[config.mk]
export PLATFORM = sky130hd
export DESIGN_NAME = agcc_gain_and_carrier_sense_cfg
export DESIGN_NICKNAME = d
export VERILOG_FILES = /design/src/agcc_pkg.sv /design/src/agcc_gain_and_carrier_sense_cfg.sv /design/src/agcc_reg8.sv
export SDC_FILE = /design/constraint.sdc
export NUM_CORES = 1
export LEC_CHECK = 0
export CORE_UTILIZATION = 50
export CTS_CLUSTER_SIZE = 40
export DETAILED_ROUTE_END_ITERATION = 6
export DONT_BUFFER_PORTS = 1
export PLACE_DENSITY = 0.61
export REMOVE_ABC_BUFFERS = 1
export SYNTH_ARGS = -nofsm -noshare
export SYNTH_HDL_FRONTEND = slang
export SYNTH_HIERARCHICAL = 1
export SYNTH_SLANG_ARGS = --single-unit
[constraint.sdc]
create_clock -name mclk_in -period 2.3 [get_ports mclk_in]
set_clock_uncertainty 0.1 [all_clocks]
set_input_delay 0.115 -clock mclk_in [delete_from_list [all_inputs] [get_ports mclk_in]]
set_output_delay 0.115 -clock mclk_in [all_outputs]
set_load 0.01 [all_outputs]
[src/agcc_pkg.sv]
// agcc_pkg: register map, field layout, reset values and decode tables
// for the gain control and carrier sense configuration bank.
// assumes an 8-bit register port from the serial host interface.
package agcc_pkg;
  localparam int ADDR_W = 6;
  localparam int DATA_W = 8;
  localparam logic [5:0] OFS_GAIN_LIMITS = 6'h1b;
  localparam logic [5:0] OFS_PRIO_SENSE = 6'h1c;

  localparam int DIG_CEIL_HI = 7;
  localparam int DIG_CEIL_LO = 6;
  localparam int FE_CEIL_HI = 5;
  localparam int FE_CEIL_LO = 3;
  localparam int TARGET_HI = 2;
  localparam int TARGET_LO = 0;
  localparam int PRIO_BIT = 6;
  localparam int UNUSED_BIT = 7;
  localparam int REL_HI = 5;
  localparam int REL_LO = 4;
  localparam int ABS_HI = 3;
  localparam int ABS_LO = 0;

  localparam logic [7:0] RST_GAIN_LIMITS = 8'h03;
  localparam logic [7:0] RST_PRIO_SENSE = 8'h40;
  localparam logic [7:0] WRITE_MASK_PRIO = 8'h7f;
  localparam logic [3:0] ABS_DISABLE_CODE = 4'h8;

  // gains in tenths of a dB below maximum, per ceiling code
  localparam logic [7:0] FE_CUT_TENTHS [8] = '{
    8'h00, 8'h1a, 8'h3d, 8'h4a, 8'h5c, 8'h73, 8'h92, 8'hab};
  // targets in dB per code
  localparam logic [7:0] TARGET_DB [8] = '{
    8'h18, 8'h1b, 8'h1e, 8'h21, 8'h24, 8'h26, 8'h28, 8'h2a};
  localparam logic [7:0] REL_STEP_DB [4] = '{
    8'h00, 8'h06, 8'h0a, 8'h0e};

  typedef enum logic [1:0] {
    AGCC_FRONT_FIRST = 2'b01,
    AGCC_SECOND_FIRST = 2'b10
  } agcc_order_t;

  typedef struct packed {
    logic [1:0] digital_steps_barred;
    logic [7:0] front_end_cut_tenths;
    logic [7:0] amplitude_target_db;
    agcc_order_t gain_reduction_order;
    logic relative_sense_en;
    logic [7:0] relative_rise_db;
    logic absolute_sense_en;
    logic signed [7:0] absolute_threshold_db;
  } agcc_cfg_t;
endpackage

[src/agcc_gain_and_carrier_sense_cfg.sv]
// agcc_gain_and_carrier_sense_cfg: two AGC configuration registers and
// the decoded settings handed to the gain and carrier sense logic.
// assumes the serial host port gives byte-wide write/read strobes.
// Overview of operation
// digital gain ceiling bars top N steps
// front-end ceiling code caps combined gain
// target code selects averaged amplitude target
// priority set: reduce first stage first
// priority clear: second stage to minimum first
// relative sense rise 6/10/14 dB, 0 off
// absolute threshold signed dB offset from target
// absolute code 1000 disables absolute sensing
// bit 7 of second register reads zero
`timescale 1ns/1ps
module agcc_gain_and_carrier_sense_cfg
  import agcc_pkg::*;
(
  input wire logic mclk_in,
  input wire logic rst_n_in,
  input wire logic wr_en_in,
  input wire logic rd_en_in,
  input wire logic [ADDR_W-1:0] addr_in,
  input wire logic [DATA_W-1:0] wdata_in,
  output logic [DATA_W-1:0] rdata_out,
  output logic rvalid_out,
  output agcc_cfg_t cfg_out
);
  logic rst_meta;
  logic rst_sync;
  logic [7:0] gain_limits;
  logic [7:0] prio_sense;
  logic [7:0] next_rdata;
  agcc_cfg_t next_cfg;

  always_ff @(posedge mclk_in or negedge rst_n_in) begin
    if (!rst_n_in) begin
      rst_meta <= 1'b0;
      rst_sync <= 1'b0;
    end else begin
      rst_meta <= 1'b1;
      rst_sync <= rst_meta;
    end
  end

  agcc_reg8 #(
    .RESET_VALUE(RST_GAIN_LIMITS),
    .WRITE_MASK(8'hff)
  ) u_gain_limits (
    .clk_in(mclk_in),
    .rst_n_in(rst_sync),
    .we_in(wr_en_in && addr_in == OFS_GAIN_LIMITS),
    .wdata_in(wdata_in),
    .q_out(gain_limits)
  );

  // unused top bit is masked on write so it never stores
  agcc_reg8 #(
    .RESET_VALUE(RST_PRIO_SENSE),
    .WRITE_MASK(WRITE_MASK_PRIO)
  ) u_prio_sense (
    .clk_in(mclk_in),
    .rst_n_in(rst_sync),
    .we_in(wr_en_in && addr_in == OFS_PRIO_SENSE),
    .wdata_in(wdata_in),
    .q_out(prio_sense)
  );

  always_comb begin
    case (addr_in)
      OFS_GAIN_LIMITS: next_rdata = gain_limits;
      OFS_PRIO_SENSE: next_rdata = prio_sense & WRITE_MASK_PRIO;
      default: next_rdata = 8'h00;
    endcase
  end

  always_ff @(posedge mclk_in or negedge rst_sync) begin
    if (!rst_sync) begin
      rdata_out <= 8'h00;
      rvalid_out <= 1'b0;
    end else begin
      rvalid_out <= rd_en_in;
      if (rd_en_in) begin
        rdata_out <= next_rdata;
      end
    end
  end

  // one decode serves both the live settings and the reset image
  function automatic agcc_cfg_t decode_cfg(input logic [7:0] gain,
                                           input logic [7:0] prio);
    agcc_cfg_t cfg;
    logic [7:0] target;
    target = TARGET_DB[gain[TARGET_HI:TARGET_LO]];
    cfg.digital_steps_barred = gain[DIG_CEIL_HI:DIG_CEIL_LO];
    cfg.front_end_cut_tenths =
      FE_CUT_TENTHS[gain[FE_CEIL_HI:FE_CEIL_LO]];
    cfg.amplitude_target_db = target;

    cfg.gain_reduction_order = prio[PRIO_BIT] ?
      AGCC_FRONT_FIRST : AGCC_SECOND_FIRST;
    cfg.relative_sense_en =
      prio[REL_HI:REL_LO] != 2'b00;
    cfg.relative_rise_db = REL_STEP_DB[prio[REL_HI:REL_LO]];
    cfg.absolute_sense_en =
      prio[ABS_HI:ABS_LO] != ABS_DISABLE_CODE;
    // still computed when disabled; users must gate on the enable
    cfg.absolute_threshold_db = $signed(target) + $signed({{4{
      prio[ABS_HI]}}, prio[ABS_HI:ABS_LO]});
    return cfg;
  endfunction

  localparam agcc_cfg_t CFG_RESET =
    decode_cfg(RST_GAIN_LIMITS, RST_PRIO_SENSE);

  always_comb begin
    next_cfg = decode_cfg(gain_limits, prio_sense);
  end

  // registered so downstream sees glitch-free settings
  always_ff @(posedge mclk_in or negedge rst_sync) begin
    if (!rst_sync) begin
      cfg_out <= CFG_RESET;
    end else begin
      cfg_out <= next_cfg;
    end
  end

  a_unused_reads_zero: assert property (@(posedge mclk_in)
    disable iff (!rst_sync)
    rd_en_in && addr_in == OFS_PRIO_SENSE |=> !rdata_out[UNUSED_BIT])
    else $error("unused bit read nonzero");
  a_unused_write_ignored: assert property (@(posedge mclk_in)
    disable iff (!rst_sync)
    wr_en_in && addr_in == OFS_PRIO_SENSE
      |=> !prio_sense[UNUSED_BIT])
    else $error("unused bit stored");
  a_gain_write_lands: assert property (@(posedge mclk_in)
    disable iff (!rst_sync)
    wr_en_in && addr_in == OFS_GAIN_LIMITS
      |=> gain_limits == $past(wdata_in))
    else $error("gain limits write lost");
  a_prio_write_lands: assert property (@(posedge mclk_in)
    disable iff (!rst_sync)
    wr_en_in && addr_in == OFS_PRIO_SENSE
      |=> prio_sense[PRIO_BIT:ABS_LO] == $past(wdata_in[PRIO_BIT:ABS_LO]))
    else $error("priority and sense write lost");
  a_abs_disable_code: assert property (@(posedge mclk_in)
    disable iff (!rst_sync)
    prio_sense[ABS_HI:ABS_LO] == ABS_DISABLE_CODE
      |=> !cfg_out.absolute_sense_en)
    else $error("absolute sense not disabled");
  a_abs_enable: assert property (@(posedge mclk_in)
    disable iff (!rst_sync)
    prio_sense[ABS_HI:ABS_LO] != ABS_DISABLE_CODE
      |=> cfg_out.absolute_sense_en)
    else $error("absolute sense not enabled");
  a_rel_disable: assert property (@(posedge mclk_in)
    disable iff (!rst_sync)
    $past(prio_sense[REL_HI:REL_LO]) == 2'b00 |-> !cfg_out.relative_sense_en)
    else $error("relative sense not disabled");
  a_rel_enable: assert property (@(posedge mclk_in)
    disable iff (!rst_sync)
    prio_sense[REL_HI:REL_LO] != 2'b00
      |=> cfg_out.relative_sense_en)
    else $error("relative sense not enabled");
  a_rel_six: assert property (@(posedge mclk_in)
    disable iff (!rst_sync)
    prio_sense[REL_HI:REL_LO] == 2'b01
      |=> cfg_out.relative_rise_db == 8'h06)
    else $error("relative rise six wrong");
  a_rel_ten: assert property (@(posedge mclk_in)
    disable iff (!rst_sync)
    prio_sense[REL_HI:REL_LO] == 2'b10
      |=> cfg_out.relative_rise_db == 8'h0a)
    else $error("relative rise ten wrong");
  a_rel_fourteen: assert property (@(posedge mclk_in)
    disable iff (!rst_sync)
    prio_sense[REL_HI:REL_LO] == 2'b11 |=> cfg_out.relative_rise_db == 8'h0e)
    else $error("relative rise wrong");
  a_prio_front: assert property (@(posedge mclk_in)
    disable iff (!rst_sync)
    prio_sense[PRIO_BIT] |=> cfg_out.gain_reduction_order == AGCC_FRONT_FIRST)
    else $error("order not front first");
  a_prio_second: assert property (@(posedge mclk_in)
    disable iff (!rst_sync)
    !prio_sense[PRIO_BIT]
      |=> cfg_out.gain_reduction_order == AGCC_SECOND_FIRST)
    else $error("order not second first");
  a_target_top: assert property (@(posedge mclk_in)
    disable iff (!rst_sync)
    gain_limits[TARGET_HI:TARGET_LO] == 3'h7
      |=> cfg_out.amplitude_target_db == 8'h2a)
    else $error("target code 7 wrong");
  a_target_base: assert property (@(posedge mclk_in)
    disable iff (!rst_sync)
    gain_limits[TARGET_HI:TARGET_LO] == 3'h0
      |=> cfg_out.amplitude_target_db == 8'h18)
    else $error("target code 0 wrong");
  a_fe_cut_top: assert property (@(posedge mclk_in)
    disable iff (!rst_sync)
    gain_limits[FE_CEIL_HI:FE_CEIL_LO] == 3'h7
      |=> cfg_out.front_end_cut_tenths == 8'hab)
    else $error("front-end cap wrong");
  a_fe_cut_none: assert property (@(posedge mclk_in)
    disable iff (!rst_sync)
    gain_limits[FE_CEIL_HI:FE_CEIL_LO] == 3'h0
      |=> cfg_out.front_end_cut_tenths == 8'h00)
    else $error("front-end full gain wrong");
  a_dig_ceiling: assert property (@(posedge mclk_in)
    disable iff (!rst_sync)
    wr_en_in && addr_in == OFS_GAIN_LIMITS ##1 1'b1
      |=> cfg_out.digital_steps_barred ==
        $past(wdata_in[DIG_CEIL_HI:DIG_CEIL_LO], 2))
    else $error("digital ceiling not written");
  a_dig_ceiling_zero: assert property (@(posedge mclk_in)
    disable iff (!rst_sync)
    gain_limits[DIG_CEIL_HI:DIG_CEIL_LO] == 2'h0
      |=> cfg_out.digital_steps_barred == 2'h0)
    else $error("digital steps barred at code 0");
  a_abs_offset: assert property (@(posedge mclk_in)
    disable iff (!rst_sync)
    gain_limits[TARGET_HI:TARGET_LO] == 3'h0
      && prio_sense[ABS_HI:ABS_LO] == 4'h9
      |=> cfg_out.absolute_threshold_db == 8'sh11)
    else $error("absolute offset wrong");
  a_abs_plus_seven: assert property (@(posedge mclk_in)
    disable iff (!rst_sync)
    gain_limits[TARGET_HI:TARGET_LO] == 3'h0
      && prio_sense[ABS_HI:ABS_LO] == 4'h7
      |=> cfg_out.absolute_threshold_db == 8'sh1f)
    else $error("absolute offset plus seven wrong");
  a_abs_at_target: assert property (@(posedge mclk_in)
    disable iff (!rst_sync)
    gain_limits[TARGET_HI:TARGET_LO] == 3'h3
      && prio_sense[ABS_HI:ABS_LO] == 4'h0
      |=> cfg_out.absolute_threshold_db == 8'sh21)
    else $error("absolute offset zero wrong");
endmodule // agcc_gain_and_carrier_sense_cfg

[src/agcc_reg8.sv]
// agcc_reg8: one 8-bit configuration register with write mask.
// assumes a synchronised active-low reset on the same clock.
`timescale 1ns/1ps
module agcc_reg8
  import agcc_pkg::*;
#(
  parameter logic [7:0] RESET_VALUE = 8'h00,
  parameter logic [7:0] WRITE_MASK = 8'hff
) (
  input wire logic clk_in,
  input wire logic rst_n_in,
  input wire logic we_in,
  input wire logic [7:0] wdata_in,
  output logic [7:0] q_out
);
  always_ff @(posedge clk_in or negedge rst_n_in) begin
    if (!rst_n_in) begin
      q_out <= RESET_VALUE;
    end else if (we_in) begin
      // masked bits hold their reset value forever
      q_out <= (wdata_in & WRITE_MASK) | (RESET_VALUE & ~WRITE_MASK);
    end
  end
endmodule // agcc_reg8

==> results.json <==
{
  "hold_viol_final": 0,
  "period_share": 0.9680,
  "routed.top_layer": "met4",
  "cp.arrival_ns": 2.35,
  "finalNetCount": 225,
  "antenna_found_initial": 0,
  "slew_headroom": 0.6058,
  "dpl.hpwl_um": 2985,
  "rsz0062_at_grt": "false",
  "p_int_uw": 1585,
  "crit_path_max_incr_delay_ns": 0.55,
  "die_area_mm2": 0.005099,
  "htree_levels": 2,
  "clk_path_buf_depth": 2,
  "grt_overflow_total": 0,
  "grt_max_degree": 24,
  "drt_iter0_drc": 40,
  "critPathRequiredTime_ns": 2.43,
  "report.final.setup_viol": 0,
  "criticalPathCategory": "reg2reg",
  "peakVddDrop_mv": 0.3838,
  "tightest_slew_ns": 0.5893,
  "cts.clk_slew.worst_paths_ns": 0.09,
  "via_per_inst": 5.339,
  "hold_class": "in2reg",
  "grt_util_all_layers": 0.1845,
  "route.detailed.drc": 6,
  "placed_cells": 226,
  "fmax_mhz": 449.1,
  "wl_met3_um": 233,
  "grt_pass1_wl_um": 7093,
  "clockPowerShare": 0.225,
  "p_sw_frac": 0.2930,
  "p_seq_frac": 0.602,
  "cp.depth": 8,
  "fill_cells": 377,
  "cts_tree": "built",
  "die_h_um": 71.41,
  "final.setup.tns_ns": 0,
  "wl_met1_um": 1839,
  "end_kind": "flop",
  "grt_pass1_vias": 1399,
  "core_mm2": 0.004504,
  "numCtsBuffers": 5,
  "vias": 1308,
  "avgSynthCellArea_um2": 13.76,
  "worstPathMaxFanout": 3,
  "syn_area_mm2": 0.002409,
  "r2r_end": "cfg_out[4]",
  "route.met2.wl_um": 2196,
  "areaGrowthSynthToFinish_pct": 11.79,
  "num_rows": 24,
  "hold_path_depth": 4,
  "postRouteAntennaNets": 0,
  "start_util": 0.5347,
  "drive_above_1_share": 0.2694,
  "layout_min_cycle_time_ns": 2.226,
  "n_antenna_cell": 0,
  "slew_viol_final": 0,
  "endpoint": "cfg_out[4]",
  "startpoint_type": "flop",
  "synth_warnings": 6,
  "stdcell_count": 245,
  "cap_violations": 0,
  "die_w_um": 71.41,
  "outcome": "finished, violations left",
  "critPathSlowestCell": "dfstp_2",
  "reg2reg_slack_ns": 0.07,
  "root_buffer": "clkbuf_8",
  "comb_power_share": 0.173,
  "crit_chain": "inv_2 > ha_4 > mux2i_4 > buf_4 > fa_1 > a21o_1 > a21oi_1 > xor2_1",
  "portBuffers": 0,
  "clkLatencyLatePin_ns": 0.30,
  "firstDrtPassIters": 6,
  "cp_top_family": "adder cells",
  "p_leak_uw": 0.001262,
  "reg2reg_depth": 8,
  "cp-startpoint": "u_gain_limits/q_out[0]",
  "violations": "DRC",
  "power_density_mw_per_mm2": 832.3,
  "switchingPower_uw": 656.5,
  "cts.sinks": 55,
  "netlist_instances": 175,
  "r2r_start": "u_gain_limits/q_out[0]",
  "top_level_ports": 65,
  "path_buf_inv": 2,
  "wl_um": 4316,
  "wl_per_cell_um": 17.62,
  "gp_congestion": 0.7331
}
cell type report:
cell class	count	area (um^2)	area share
inverters	9	33.78	0.01255
repair buffers	19	170.2	0.06320
clock buffers	8	80.08	0.02974
flip-flops and latches	55	1389	0.5158
multi-input cells	102	954.7	0.3546
well taps	52	65.06	0.02416
state kept, by name (all words and copies together) (netlist names):
signal	flops
u_gain_limits/q_out	8
rvalid_out	1
u_prio_sense/q_out	7
rst_sync	1
rst_meta	1
rdata_out	8
cfg_out	29
routing by layer:
metal  vias to the layer above  GRT usage
li1                        603          -
met5                         -          0
met2                        39     0.3111
met4                         0    0.05333
met1                       660     0.2365
met3                         6    0.04641
what timing repair did:
action	in CTS	in global routing
hold buffers	11	0
gates resized for setup	1	6
endpoints found under the hold margin	26	0
setup endpoints to repair	2	3
gates cloned	0	0
pin swaps	3	4
buffers inserted	0	0
worst reg2reg max path: stages (launching register included):
cell,delay (ns)
dfstp_2,0.55
inv_2,0.06
ha_4,0.27
mux2i_4,0.06
buf_4,0.15
fa_1,0.43
a21o_1,0.20
a21oi_1,0.16
xor2_1,0.16
power groups by stage:
stage	logic, uW	registers, uW	clock network [uW]
floorplan	244	1330	0
global placement	314	1360	0
detailed placement	326	1360	0
CTS	351	1350	522
global route	433	1370	561
finish	388	1350	505
worst min-delay path by stage:
stage               startpoint      endpoint  slack [ns]
floorplan             rst_n_in      rst_meta       -0.28
global placement      rst_n_in      rst_meta       -0.28
detailed placement    rst_n_in      rst_meta       -0.28
CTS                 addr_in[2]  rdata_out[7]        0.07
global route        addr_in[2]  rdata_out[7]        0.13
finish              addr_in[2]  rdata_out[7]         0.1
cells in the final DEF (no fill, tap or decap), types with 2 or more instances in the layout:
cell / n
a21o_1: 3
a21oi_1: 11
a22oi_1: 7
and2_1: 2
buf_4: 8
clkbuf_1: 3
clkbuf_8: 5
conb_1: 8
dfrtp_1: 45
dfstp_2: 9
dlygate4sd3_1: 11
ha_1: 12
ha_4: 2
inv_1: 8
mux2_2: 2
mux2_4: 15
mux2i_1: 3
nand2_1: 5
nand2b_1: 2
nor2_1: 10
o21ai_0: 2
or2_2: 2
xnor2_1: 2
xor2_1: 3
per-stage QoR:
step	worst slack [ns]	util	power [uW]	instance area (um^2)	hold slack [ns]
global route	0.01450	0.5978	2365	2693	0.1260
floorplan	-0.04693	-	1578	2326	-0.2806
detailed placement	-0.04813	0.5444	1691	2452	-0.2805
finish	0.07356	0.5978	2241	2693	0.09685
CTS	0.01134	0.5867	2223	2643	0.06956
global placement	0.05521	0.5444	1676	2452	-0.2805
No activity file was read; power rests on OpenSTA's default activity.
